## src/logic/mode_ctrl_params.svh

```systemverilog
// constants for the receiver mode control register bank
// assumes inclusion by bare name from logic/
`ifndef MODE_CTRL_PARAMS_SVH
`define MODE_CTRL_PARAMS_SVH

// ---------------------------------------------------------------
// register indices (byte address is four times the index)
// ---------------------------------------------------------------
`define IDX_ADDR_TRACE   8'h00
`define IDX_DATA_TRACE   8'h01
`define IDX_MODE_CTRL0   8'h02
`define IDX_FIFO_STATUS  8'h08

// ---------------------------------------------------------------
// mode control field positions and reset value
// ---------------------------------------------------------------
`define BIT_FIFO_INIT    7
`define BIT_CLKOUT_EN    6
`define BIT_TIMEOUT_EN   5
`define BIT_FIFO_LOCK    4
`define BIT_SLAVE_CFG    3
`define BIT_DUAL_CFG     2
`define BIT_SLAVE_RX_EN  1
`define BIT_MODE_SEL     0
`define MODE_CTRL0_RESET 8'h40
`define TRACE_RESET      8'h00

// ---------------------------------------------------------------
// timing
// ---------------------------------------------------------------
`define CLK_PERIOD_NS    10
`define SYNC_TIMEOUT_US  100
`define SYNC_TIMEOUT_CYC ((`SYNC_TIMEOUT_US * 1000) / `CLK_PERIOD_NS)

`endif

```

## src/logic/mode_ctrl_pkg.sv

```systemverilog
// types for the receiver mode control register bank
// assumes nothing of its surroundings
`default_nettype none
package mode_ctrl_pkg;
  typedef enum logic [3:0] {
    ST_SLEEP    = 4'b0001,
    ST_SLAVE    = 4'b0010,
    ST_POLL     = 4'b0100,
    ST_POLL_RUN = 4'b1000
  } op_state_t;
  typedef logic [7:0] byte_t;
endpackage
`default_nettype wire

```

## src/logic/receiver_mode_control_regs.sv

```systemverilog
// mode control register bank of a low-power receiver, axi4-lite slave
// assumes the serial host port reports each access as a one-cycle strobe
// and the receive path reports wake-up, sync and end-of-message as pulses
//
// Implementation choice: register access over AXI4-Lite.
`include "mode_ctrl_params.svh"
`default_nettype none
module receiver_mode_control_regs #(
  parameter int FIFO_WIDTH    = 8,
  parameter int FIFO_DEPTH    = 16,
  parameter int TIMEOUT_CYCLES = `SYNC_TIMEOUT_CYC
) (
  input  wire logic        CLOCK,
  input  wire logic        ARST_N,
  // axi4-lite slave
  input  wire logic [7:0]  S_AXI_AWADDR,
  input  wire logic        S_AXI_AWVALID,
  output logic             S_AXI_AWREADY,
  input  wire logic [31:0] S_AXI_WDATA,
  input  wire logic [3:0]  S_AXI_WSTRB,
  input  wire logic        S_AXI_WVALID,
  output logic             S_AXI_WREADY,
  output logic [1:0]       S_AXI_BRESP,
  output logic             S_AXI_BVALID,
  input  wire logic        S_AXI_BREADY,
  input  wire logic [7:0]  S_AXI_ARADDR,
  input  wire logic        S_AXI_ARVALID,
  output logic             S_AXI_ARREADY,
  output logic [31:0]      S_AXI_RDATA,
  output logic [1:0]       S_AXI_RRESP,
  output logic             S_AXI_RVALID,
  input  wire logic        S_AXI_RREADY,
  // serial host port activity
  input  wire logic        SERIAL_STROBE,
  input  wire logic [7:0]  SERIAL_ADDR,
  input  wire logic [7:0]  SERIAL_DATA,
  // receive path events
  input  wire logic        WAKEUP_FOUND,
  input  wire logic        SYNC_FOUND,
  input  wire logic        END_OF_MESSAGE,
  input  wire logic        RX_WR_EN,
  input  wire logic [7:0]  RX_WR_DATA,
  input  wire logic        RX_RD_EN,
  // block outputs
  output logic [7:0]       RX_RD_DATA,
  output logic             CLOCK_OUTPUT_ENABLE,
  output logic             RECEIVER_RUN,
  output logic             CONFIG_B_ACTIVE,
  output logic             POLLING_ACTIVE,
  output logic             FIFO_LOCKED
);
  localparam logic [1:0] RESP_OKAY   = 2'h0;
  localparam logic [1:0] RESP_SLVERR = 2'h2;

  mode_ctrl_pkg::byte_t     addr_trace_q;
  mode_ctrl_pkg::byte_t     data_trace_q;
  mode_ctrl_pkg::byte_t     mode_ctrl_q;
  mode_ctrl_pkg::op_state_t state_q;
  mode_ctrl_pkg::op_state_t state_d;
  logic        aw_held_q;
  logic        w_held_q;
  logic [7:0]  aw_idx_q;
  logic [7:0]  w_byte_q;
  logic        w_lane0_q;
  logic        wr_fire;
  logic        fifo_init;
  logic        timeout_start;
  logic        timeout_hit;
  logic        cfg_b_q;
  logic [$clog2(FIFO_DEPTH):0] fifo_level;

  wire fifo_init_en  = mode_ctrl_q[`BIT_FIFO_INIT];
  wire timeout_en    = mode_ctrl_q[`BIT_TIMEOUT_EN];
  wire lock_en       = mode_ctrl_q[`BIT_FIFO_LOCK];
  wire slave_cfg_b   = mode_ctrl_q[`BIT_SLAVE_CFG];
  wire dual_cfg      = mode_ctrl_q[`BIT_DUAL_CFG];
  wire slave_rx_en   = mode_ctrl_q[`BIT_SLAVE_RX_EN];
  wire mode_polling  = mode_ctrl_q[`BIT_MODE_SEL];

  // ---------------------------------------------------------------
  // axi4-lite write path
  // ---------------------------------------------------------------
  // address and data are taken in either order, response after both
  assign S_AXI_AWREADY = !aw_held_q && !S_AXI_BVALID;
  assign S_AXI_WREADY  = !w_held_q && !S_AXI_BVALID;
  assign wr_fire       = aw_held_q && w_held_q && !S_AXI_BVALID;

  always_ff @(posedge CLOCK or negedge ARST_N) begin
    if (!ARST_N) begin
      aw_held_q    <= 1'b0;
      w_held_q     <= 1'b0;
      aw_idx_q     <= '0;
      w_byte_q     <= '0;
      w_lane0_q    <= 1'b0;
      S_AXI_BVALID <= 1'b0;
      S_AXI_BRESP  <= RESP_OKAY;
    end else begin
      if (S_AXI_AWVALID && S_AXI_AWREADY) begin
        aw_held_q <= 1'b1;
        aw_idx_q  <= {2'b00, S_AXI_AWADDR[7:2]};
      end
      if (S_AXI_WVALID && S_AXI_WREADY) begin
        w_held_q  <= 1'b1;
        w_byte_q  <= S_AXI_WDATA[7:0];
        w_lane0_q <= S_AXI_WSTRB[0];
      end
      if (wr_fire) begin
        aw_held_q    <= 1'b0;
        w_held_q     <= 1'b0;
        S_AXI_BVALID <= 1'b1;
        S_AXI_BRESP  <= (aw_idx_q == `IDX_MODE_CTRL0)
                        ? RESP_OKAY : RESP_SLVERR;
      end else if (S_AXI_BVALID && S_AXI_BREADY) begin
        S_AXI_BVALID <= 1'b0;
      end
    end
  end

  // ---------------------------------------------------------------
  // mode control register
  // ---------------------------------------------------------------
  // write-only mode byte
  always_ff @(posedge CLOCK or negedge ARST_N) begin
    if (!ARST_N) begin
      mode_ctrl_q <= `MODE_CTRL0_RESET;
    end else if (wr_fire && w_lane0_q &&
                 aw_idx_q == `IDX_MODE_CTRL0) begin
      mode_ctrl_q <= w_byte_q;
    end
  end

  // ---------------------------------------------------------------
  // serial tracers
  // ---------------------------------------------------------------
  // trace address and data
  always_ff @(posedge CLOCK or negedge ARST_N) begin
    if (!ARST_N) begin
      addr_trace_q <= `TRACE_RESET;
      data_trace_q <= `TRACE_RESET;
    end else if (SERIAL_STROBE) begin
      addr_trace_q <= SERIAL_ADDR;
      data_trace_q <= SERIAL_DATA;
    end
  end

  // ---------------------------------------------------------------
  // axi4-lite read path
  // ---------------------------------------------------------------
  assign S_AXI_ARREADY = !S_AXI_RVALID;

  always_ff @(posedge CLOCK or negedge ARST_N) begin
    if (!ARST_N) begin
      S_AXI_RVALID <= 1'b0;
      S_AXI_RDATA  <= '0;
      S_AXI_RRESP  <= RESP_OKAY;
    end else if (S_AXI_ARVALID && S_AXI_ARREADY) begin
      S_AXI_RVALID <= 1'b1;
      S_AXI_RRESP  <= RESP_OKAY;
      // mode control is write-only and reads as zero
      unique case ({2'b00, S_AXI_ARADDR[7:2]})
        `IDX_ADDR_TRACE: S_AXI_RDATA <= {24'h000000, addr_trace_q};
        `IDX_DATA_TRACE: S_AXI_RDATA <= {24'h000000, data_trace_q};
        `IDX_MODE_CTRL0: S_AXI_RDATA <= 32'h00000000;
        `IDX_FIFO_STATUS: begin
          S_AXI_RDATA <= 32'({FIFO_LOCKED, 3'h0, 8'(fifo_level),
                              4'h0, state_q});
        end
        default: begin
          S_AXI_RDATA <= 32'h00000000;
          S_AXI_RRESP <= RESP_SLVERR;
        end
      endcase
    end else if (S_AXI_RVALID && S_AXI_RREADY) begin
      S_AXI_RVALID <= 1'b0;
    end
  end

  // ---------------------------------------------------------------
  // operating state
  // ---------------------------------------------------------------
  always_comb begin
    state_d = state_q;
    unique case (state_q)
      mode_ctrl_pkg::ST_SLEEP: begin
        if (mode_polling) begin
          state_d = mode_ctrl_pkg::ST_POLL;
        end else if (slave_rx_en) begin
          state_d = mode_ctrl_pkg::ST_SLAVE;
        end
      end
      mode_ctrl_pkg::ST_SLAVE: begin
        if (mode_polling) begin
          state_d = mode_ctrl_pkg::ST_POLL;
        end else if (!slave_rx_en) begin
          state_d = mode_ctrl_pkg::ST_SLEEP;
        end
      end
      mode_ctrl_pkg::ST_POLL: begin
        if (!mode_polling) begin
          state_d = slave_rx_en ? mode_ctrl_pkg::ST_SLAVE
                                : mode_ctrl_pkg::ST_SLEEP;
        end else if (WAKEUP_FOUND) begin
          state_d = mode_ctrl_pkg::ST_POLL_RUN;
        end
      end
      mode_ctrl_pkg::ST_POLL_RUN: begin
        if (!mode_polling) begin
          state_d = slave_rx_en ? mode_ctrl_pkg::ST_SLAVE
                                : mode_ctrl_pkg::ST_SLEEP;
        end else if (timeout_hit && timeout_en) begin
          state_d = mode_ctrl_pkg::ST_POLL;
        end
      end
      default: state_d = mode_ctrl_pkg::ST_SLEEP;
    endcase
  end

  always_ff @(posedge CLOCK or negedge ARST_N) begin
    if (!ARST_N) begin
      state_q <= mode_ctrl_pkg::ST_SLEEP;
    end else begin
      state_q <= state_d;
    end
  end

  assign fifo_init = fifo_init_en && (state_d != state_q) &&
                     (state_d == mode_ctrl_pkg::ST_SLAVE ||
                      state_d == mode_ctrl_pkg::ST_POLL_RUN);
  // timer starts only on the step from polling into polling run
  assign timeout_start = timeout_en &&
                         state_q == mode_ctrl_pkg::ST_POLL &&
                         state_d == mode_ctrl_pkg::ST_POLL_RUN;

  // ---------------------------------------------------------------
  // configuration select
  // ---------------------------------------------------------------
  always_ff @(posedge CLOCK or negedge ARST_N) begin
    if (!ARST_N) begin
      cfg_b_q <= 1'b0;
    end else if (state_d == mode_ctrl_pkg::ST_SLAVE) begin
      cfg_b_q <= slave_cfg_b;
    end else if (state_d == mode_ctrl_pkg::ST_POLL_RUN &&
                 state_q == mode_ctrl_pkg::ST_POLL) begin
      cfg_b_q <= 1'b0;
    end else if (state_q == mode_ctrl_pkg::ST_POLL_RUN &&
                 dual_cfg && END_OF_MESSAGE) begin
      // after A completes, move to B
      cfg_b_q <= 1'b1;
    end else if (state_d != mode_ctrl_pkg::ST_POLL_RUN) begin
      cfg_b_q <= 1'b0;
    end
  end

  // ---------------------------------------------------------------
  // outputs and helpers
  // ---------------------------------------------------------------
  // clock output gate
  assign CLOCK_OUTPUT_ENABLE = mode_ctrl_q[`BIT_CLKOUT_EN];
  assign RECEIVER_RUN    = state_q == mode_ctrl_pkg::ST_SLAVE ||
                           state_q == mode_ctrl_pkg::ST_POLL_RUN;
  assign POLLING_ACTIVE  = state_q == mode_ctrl_pkg::ST_POLL ||
                           state_q == mode_ctrl_pkg::ST_POLL_RUN;
  assign CONFIG_B_ACTIVE = cfg_b_q;

  sync_timer #(
    .CYCLES (TIMEOUT_CYCLES)
  ) u_timer (
    .clk     (CLOCK),
    .arst_n  (ARST_N),
    .start   (timeout_start),
    .stop    (SYNC_FOUND),
    .expired (timeout_hit)
  );

  rx_fifo #(
    .WIDTH (FIFO_WIDTH),
    .DEPTH (FIFO_DEPTH)
  ) u_fifo (
    .clk      (CLOCK),
    .arst_n   (ARST_N),
    .init     (fifo_init),
    .lock_req (lock_en && END_OF_MESSAGE),
    .wr_en    (RX_WR_EN),
    .wr_data  (RX_WR_DATA),
    .rd_en    (RX_RD_EN),
    .rd_data  (RX_RD_DATA),
    .locked   (FIFO_LOCKED),
    .level    (fifo_level)
  );
endmodule
`default_nettype wire

```

## src/logic/rx_fifo.sv

```systemverilog
// receive data fifo held in flip-flops, with init and end-of-message lock
// assumes init and lock requests are single-cycle pulses
`default_nettype none
module rx_fifo #(
  parameter int WIDTH = 8,
  parameter int DEPTH = 16
) (
  input  wire logic             clk,
  input  wire logic             arst_n,
  input  wire logic             init,
  input  wire logic             lock_req,
  input  wire logic             wr_en,
  input  wire logic [WIDTH-1:0] wr_data,
  input  wire logic             rd_en,
  output logic      [WIDTH-1:0] rd_data,
  output logic                  locked,
  output logic [$clog2(DEPTH):0] level
);
  localparam int AW = $clog2(DEPTH);
  logic [WIDTH-1:0] mem_q [DEPTH];
  logic [AW-1:0]    wp_q;
  logic [AW-1:0]    rp_q;
  logic [AW:0]      lvl_q;
  logic             lock_q;
  logic             do_wr;
  logic             do_rd;

  // a locked fifo keeps its message: writes are dropped
  assign do_wr = wr_en && !lock_q && (lvl_q != DEPTH[AW:0]);
  assign do_rd = rd_en && (lvl_q != '0);
  assign locked = lock_q;
  assign level = lvl_q;

  always_ff @(posedge clk) begin
    if (do_wr && !init) begin
      mem_q[wp_q] <= wr_data;
    end
  end

  always_ff @(posedge clk or negedge arst_n) begin
    if (!arst_n) begin
      wp_q  <= '0;
      rp_q  <= '0;
      lvl_q <= '0;
      rd_data <= '0;
    end else if (init) begin
      wp_q  <= '0;
      rp_q  <= '0;
      lvl_q <= '0;
    end else begin
      if (do_wr) begin
        wp_q <= wp_q + AW'(1);
      end
      if (do_rd) begin
        rp_q    <= rp_q + AW'(1);
        rd_data <= mem_q[rp_q];
      end
      lvl_q <= lvl_q + (AW+1)'(do_wr) - (AW+1)'(do_rd);
    end
  end

  always_ff @(posedge clk or negedge arst_n) begin
    if (!arst_n) begin
      lock_q <= 1'b0;
    end else if (lock_req) begin
      // lock request wins over a same-cycle init
      lock_q <= 1'b1;
    end else if (init) begin
      lock_q <= 1'b0;
    end
  end
endmodule
`default_nettype wire

```

## src/logic/sync_timer.sv

```systemverilog
// down-counting sync time-out timer
// assumes start and stop are single-cycle pulses
`default_nettype none
module sync_timer #(
  parameter int CYCLES = 10000
) (
  input  wire logic clk,
  input  wire logic arst_n,
  input  wire logic start,
  input  wire logic stop,
  output logic      expired
);
  localparam int CW = $clog2(CYCLES + 1);
  logic [CW-1:0] cnt_q;
  logic          run_q;

  always_ff @(posedge clk or negedge arst_n) begin
    if (!arst_n) begin
      cnt_q   <= '0;
      run_q   <= 1'b0;
      expired <= 1'b0;
    end else begin
      expired <= 1'b0;
      if (start) begin
        cnt_q <= CW'(CYCLES - 1);
        run_q <= 1'b1;
      end else if (stop) begin
        run_q <= 1'b0;
      end else if (run_q) begin
        if (cnt_q == '0) begin
          run_q   <= 1'b0;
          expired <= 1'b1;
        end else begin
          cnt_q <= cnt_q - CW'(1);
        end
      end
    end
  end
endmodule
`default_nettype wire

```

## config.mk

```make
export PLATFORM = sky130hd
export DESIGN_NAME = receiver_mode_control_regs
export DESIGN_NICKNAME = d
export VERILOG_FILES = /design/src/logic/mode_ctrl_pkg.sv /design/src/logic/receiver_mode_control_regs.sv /design/src/logic/rx_fifo.sv /design/src/logic/sync_timer.sv
export VERILOG_INCLUDE_DIRS = /design/src /design/src/logic
export SDC_FILE = /design/constraint.sdc
export NUM_CORES = 1
export LEC_CHECK = 0
export BUFFER_PORTS_ARGS = -buffer_cell sky130_fd_sc_hd__buf_2
export CAP_MARGIN = 20
export CELL_PAD_IN_SITES_DETAIL_PLACEMENT = 0
export CELL_PAD_IN_SITES_GLOBAL_PLACEMENT = 1
export CORE_ASPECT_RATIO = 0.8
export CORE_UTILIZATION = 45
export CTS_CLUSTER_SIZE = 16
export DETAILED_ROUTE_END_ITERATION = 16
export PLACE_DENSITY = 0.83
export SETUP_SLACK_MARGIN = 0.2
export SLEW_MARGIN = 0
export SYNTH_ARGS = -nofsm -noshare
export SYNTH_HDL_FRONTEND = slang
export SYNTH_SLANG_ARGS = --single-unit
```

## constraint.sdc

```tcl
create_clock -name CLOCK -period 7.9 [get_ports CLOCK]
set_input_delay 1.58 -clock CLOCK [delete_from_list [all_inputs] [get_ports CLOCK]]
set_output_delay 1.58 -clock CLOCK [all_outputs]
set_load 0.05 [all_outputs]
```

## Word level (Yosys, flattened, before mapping)

Memories as Yosys holds them, arrays and structs flattened. A register that Yosys moved wholly into a read port is not among the register bits.
Cells that the tools add are included.
Widths: inputs -> output; s select.

- Order comparisons: 0
- Shift-type cells: 0
- $mul: 0
- Bitwise gates (word level): 1
- Add/subtract/negate cells: 5
- Divide/modulo/power cells: 0
- Reductions and logical operators: 49
- Muxes and demuxes: 46
- Eq/ne operators: 15

Operators by type and width:

| kind | number |
|---|---|
| $pmux 20 s3 | 1 |
| $mux 14 | 4 |
| $mux 4 | 12 |
| $logic_and 1x1->1 | 24 |
| $mux 1 | 24 |
| $pmux 4 s4 | 1 |
| $reduce_bool 2->1 | 8 |
| $logic_not 14->1 | 1 |
| $sub 14x1->14 const B | 1 |
| $eq 6x2->1 const B | 2 |
| $add 4x1->4 const B | 2 |
| $eq 4x2->1 const B | 2 |
| $eq 4x4->1 const B | 2 |
| $logic_not 1->1 | 7 |
| $eq 6x1->1 const B | 1 |
| $eq 6x4->1 const B | 1 |
| $logic_not 6->1 | 1 |
| $mux 2 | 3 |
| $add 5x1->5 | 1 |
| $mux 5 | 1 |
| $ne 5x5->1 const B | 1 |
| $reduce_bool 5->1 | 1 |
| $sub 5x1->5 | 1 |
| $eq 4x1->1 const B | 1 |
| other kinds (11) | 13 |

- Input port bits: 89
- Flip-flop bits (word level): 114
- Word-level logic and storage cells: 139
- RAM bits: 128
- Memories: 1
- Bits in latches: 0
- Bits in read-only memories: 0
- Output and inout port bits: 54

Memories:

| name | depth | bits a word | rd ports | clocked after Yosys merged registers in | write ports | RTL line | source |
|---|---|---|---|---|---|---|---|
| u_fifo.mem_q | 16 | 8 | 1 | 1 | 1 | rx_fifo.sv:20 | `logic [WIDTH-1:0] mem_q [DEPTH];` |

## Longest topological paths before layout

- Word-level depth: 11
- Mapped depth: 14
- Gate-level depth less buffers: 14

## By module

A second synthesis with hierarchy kept.

- Cell total of the unflattened synthesis: 652
- Area total of the unflattened synthesis: 10017.1 µm²

By module, submodules not included:

| module | times used | cells an instance | area an instance (µm²) | sequential area each (µm²) |
|---|---|---|---|---|
| rx_fifo | 1 | 321 | 6118.4 | 4394.2 |
| receiver_mode_control_regs | 1 | 241 | 2994.1 | 1604.0 |
| sync_timer | 1 | 90 | 904.6 | 400.4 |

## Least setup slack after synthesis

Ideal clock, no wire load.

- Path kind: input port to flip-flop
- From: input port WAKEUP_FOUND
- To: memory u_fifo.mem_q[13][0] (enable)
- Required time: 7505 ps
- Data arrival time: 3190 ps
- Buffers on the path: 1
- Library setup time: 395 ps
- Path slack: 4316 ps
- Stages: 6
- Path through: nor4_1 nand2_1 a22oi_1 a21oi_1 buf_2 nor4_1

- Word-level cells in the longest chain between the ends: 10
- Elaborated cells on any way between the ends: 13
- Classes of those cells: eq/ne (3); mux (5); reduce/logical (5)

Ends and longest elaborated chain:

| element | RTL line | source |
|---|---|---|
| start: declaration | receiver_mode_control_regs.sv:38 | `input wire logic WAKEUP_FOUND,` |
| $mux 4 (*) | receiver_mode_control_regs.sv:202 | `end else if (WAKEUP_FOUND) begin` |
| $mux 4 (*) | receiver_mode_control_regs.sv:199 | `if (!mode_polling) begin` |
| $pmux 4 s4 (*) | receiver_mode_control_regs.sv:183 | `unique case (state_q)` |
| $ne 4x4->1 (tied with other cells) | receiver_mode_control_regs.sv:226 | `assign fifo_init = fifo_init_en && (state_d != state_q) &&` |
| $logic_and 1x1->1 or $logic_or 1x1->1 (tied branches) | receiver_mode_control_regs.sv:226, receiver_mode_control_regs.sv:227 |  |
| $logic_and 1x1->1 (*) | receiver_mode_control_regs.sv:226 |  |
| $logic_not 1->1 (*) | rx_fifo.sv:35 | `if (do_wr && !init) begin` |
| $logic_and 1x1->1 (*) | rx_fifo.sv:35 |  |
| $mux 1 (*) | rx_fifo.sv:35 |  |
| $mux 1 (not written as such) (*) | rx_fifo.sv:36 | `mem_q[wp_q] <= wr_data;` |
| end: declaration | rx_fifo.sv:20 |  |

Mark *: on every way between the ends. The rest lies on a longest branch, timed or not.

## Final worst setup path

- From: register state_q[3]
- To: output port POLLING_ACTIVE

- Word-level cells in the longest chain between the ends: 2
- Elaborated cells on any way between the ends: 3
- Classes of those cells: eq/ne (2); reduce/logical (1)

Ends and longest elaborated chain:

| element | RTL line | source |
|---|---|---|
| start: declaration | receiver_mode_control_regs.sv:58 | `mode_ctrl_pkg::op_state_t state_q;` |
| start signal: assignment | receiver_mode_control_regs.sv:220 | `state_q <= mode_ctrl_pkg::ST_SLEEP;` |
| start signal: assignment | receiver_mode_control_regs.sv:222 | `state_q <= state_d;` |
| $eq 4x3->1 or $eq 4x4->1 (tied branches) | receiver_mode_control_regs.sv:261, receiver_mode_control_regs.sv:262 |  |
| $logic_or 1x1->1 (*) | receiver_mode_control_regs.sv:261 | `assign POLLING_ACTIVE = state_q == mode_ctrl_pkg::ST_POLL \|\|` |
| end: declaration | receiver_mode_control_regs.sv:49 | `output logic POLLING_ACTIVE,` |

Marked as above.

==> qor.yml <==
p_int_mw: 2.625
worstPathRequired_ns: 6.32
nets: 893
yosys_warnings: 0
grt_max_degree: 68
fin_area_mm2: 0.01142
min_delay_path_depth: 2
core_area_mm2: 0.02162
cts_root_buf: "clkbuf_16"
synth_edf_count: 128
drt_iter0_markers: 484
path_clk_slew_ns: 0.06
cp-end-kind: "output pin"
antenna_found_initial: 0
worstSetupPathType: "reg2out"
synth_cell_types: 60
start_kind: "register"
path_max_fanout: 17
ys_seq_area_frac: 0.6425
p_sw_mw: 1.333
ys.flop_type: "edfxtp_1"
die_y_um: 135.1
synthArstFlopShare: 0.4435
ff2ff_setup_slack_ns: 4.62
synthToLayoutAreaGrowth_pct: 14.71
max-cap-violations: 0
power_leakage_nw: 4.634
peakVddDrop_mv: 0.2482
port_buffers: 91
worst_pin_slew_ns: 1.129
cts_hold_buf: 0
worstPathCellList: "nor4b_4 -> or2_2 -> buf_2"
p_per_area_mw_per_mm2: 346.4
drc_errors: 0
hold_viol_final: 0
startpoint: "state_q[3]"
drive_gt1_frac: 0.2682
min_to: "S_AXI_RDATA[7]"
reg2reg_depth: 14
dr_wl_met2_um: 9366
grt_usage: 0.1800
rsz0062_at_grt: "false"
slew_headroom: 0.2412
final_common_cell: "edfxtp_1"
crit_slowest_cell: "dfrtp_1"
top_layer: "met4"
viasPerCell: 5.446
io_pins: 143
postCtsSetupBuffers: 0
setup_tns_ns: 0
cts.sinks: 230
firstDrtPassIters: 5
synth_area_mm2: 0.009960
final_antenna_net_count: 0
rows: 48
syn_inst: 698
post-route-period-util: 0.4600
pwr-share-seq: 0.411
min_from: "S_AXI_RDATA[7]"
setup_violations: 0
final_cell_mix: "edfxtp_1 (128), dfrtp_1 (99), buf_2 (92)"
cts_buffers: 24
routed_wl_um: 20140
syn_avg_cell_area_um2: 14.27
rr_endpoint: "u_fifo.level[4]"
hp-class: "reg2reg"
slowest_delay_ns: 0.71
clk_latency_ns: 0.51
grt_pass1_vias: 5841
pwr-share-comb: 0.307
cts_tree: "built"
htreeDepth: 1
critPathArrivalTime_ns: 2.05
hpwl_um: 13030
fin_worst_skew_ns: 0.007186
grt_pass1_wl_um: 31820
placed_area_mm2: 0.01062
floorplan.die.width_um: 168.3
start_util: 0.4606
slew_violations: 0
cts_resized: 0
swShare: 0.3367
min_period_ns: 3.634
met1_length_um: 9362
clock_power_share: 0.281
wl_met3_um: 1071
diodes: 0
die_area_mm2: 0.02274
routabilityCongestion: 0.7652
vias: 5903
outcome: "completed"
rr_startpoint: "u_fifo.level[3]"
grt-ovfl-total: 0
ys_seq_elements: 230
clock.fmax_ghz: 0.2752
clock_path_buffers: 3
wire_per_inst_um: 18.58
## per-layer routing
metal  vias up  global-route usage
met5         -                   0
met4         0             0.04545
met3        27             0.02843
met2       167              0.2831
met1      2946              0.2625
li1       2763                   -
## final cells by class
type	count	area (um^2)
sequential	230	6400
clock inverter	12	118.9
tap	275	344.1
inverter	19	71.32
fill	1830	10200
multi-input combinational	413	3276
timing repair buffer	103	543.0
clock buffer	32	671.9
## power groups by stage
stage | Sequential, mW | Clock [mW] | Combinational, mW
2_1_floorplan | 1.69 | 0 | 0.862
3_3_place_gp | 1.64 | 0 | 1.19
3_5_place_dp | 1.65 | 0 | 1.22
4_1_cts | 1.63 | 1.14 | 1.22
5_1_grt | 1.65 | 1.19 | 1.33
6_report | 1.63 | 1.11 | 1.22
## sequential cells by signal, indices dropped and copies added (netlist names), 4 cells and up
signal	cells
S_AXI_RDATA	14
mode_ctrl_q	8
u_fifo.wp_q	4
aw_idx_q	6
u_fifo.rd_data	8
u_fifo.rp_q	4
u_fifo.level	5
state_q	4
addr_trace_q	8
u_timer.cnt_q	14
data_trace_q	8
w_byte_q	8
u_fifo.mem_q	128
## critical path: cells and delay by family, from the launching register on
| kind | cells | cell delay (ns) |
|---|---|---|
| flip-flops | 1 | 0.71 |
| AND/OR/NAND/NOR | 2 | 0.58 |
| buffers and inverters | 1 | 0.26 |
## cells in the mapped netlist (8+ instances only)
cell type,count,area [um^2]
o21ai_0,18,90.09
buf_2,10,50.05
xnor2_1,14,122.6
edfxtp_1,128,3844
mux2_2,47,529.3
clkbuf_1,22,82.58
dfrtp_1,100,2502
nand2_1,41,153.9
nor4_1,12,75.07
o221ai_1,16,140.1
a21oi_1,18,90.09
nand3_1,16,80.08
a22o_1,10,87.58
o22ai_1,8,50.05
ha_1,12,150.1
mux4_2,16,360.4
mux2i_1,41,410.4
xor2_1,9,78.83
nor3_1,9,45.04
buf_4,20,150.1
nor2_1,36,135.1
inv_1,17,63.81
nor2b_1,9,56.30
## cell families (layout without fill, tap and decap cells)
family / Yosys count / count (layout) / share of synthesized area
other: 1 / 20 / 0.0003765
xor gates and xnor gates: 24 / 24 / 0.02186
DFF: 230 / 230 / 0.6425
muxes: 104 / 104 / 0.1305
adders and majority gates: 14 / 14 / 0.01809
AOI/OAI and AO/OA: 93 / 93 / 0.06570
and+or+nand+nor: 158 / 158 / 0.08354
buffers and inverters: 74 / 166 / 0.03744
## how the worst max path moves through the flow
| stage | to | slack, ns | cells after the start |
|---|---|---|---|
| final | POLLING_ACTIVE | 4.27 | 3 |
| after detailed placement | u_fifo.mem_q[7][0] | 3.82 | 7 |
| after CTS | POLLING_ACTIVE | 4.24 | 3 |
| after global routing | POLLING_ACTIVE | 4.12 | 3 |
| after floorplan | u_fifo.mem_q[13][0] | 4.32 | 6 |
| after global placement | u_fifo.mem_q[5][3] | 3.80 | 7 |
## through the flow
| stage | instances | total power [mW] | hold slack [ns] | setup WS [ns] | utilization |
|---|---|---|---|---|---|
| final | 1084 | 3.958 | 0.4779 | 4.266 | 0.5284 |
| after global routing | 1084 | 4.166 | 0.5194 | 4.118 | 0.5284 |
| after CTS | 1082 | 3.992 | 0.4826 | 4.240 | 0.5280 |
| after detailed placement | 1038 | 2.866 | 0.4688 | 3.819 | 0.4914 |
| after global placement | 1037 | 2.831 | 0.4594 | 3.798 | 0.4910 |
| after floorplan | 717 | 2.555 | 0.4389 | 4.316 | - |
No activity file was read; power rests on OpenSTA's default activity.
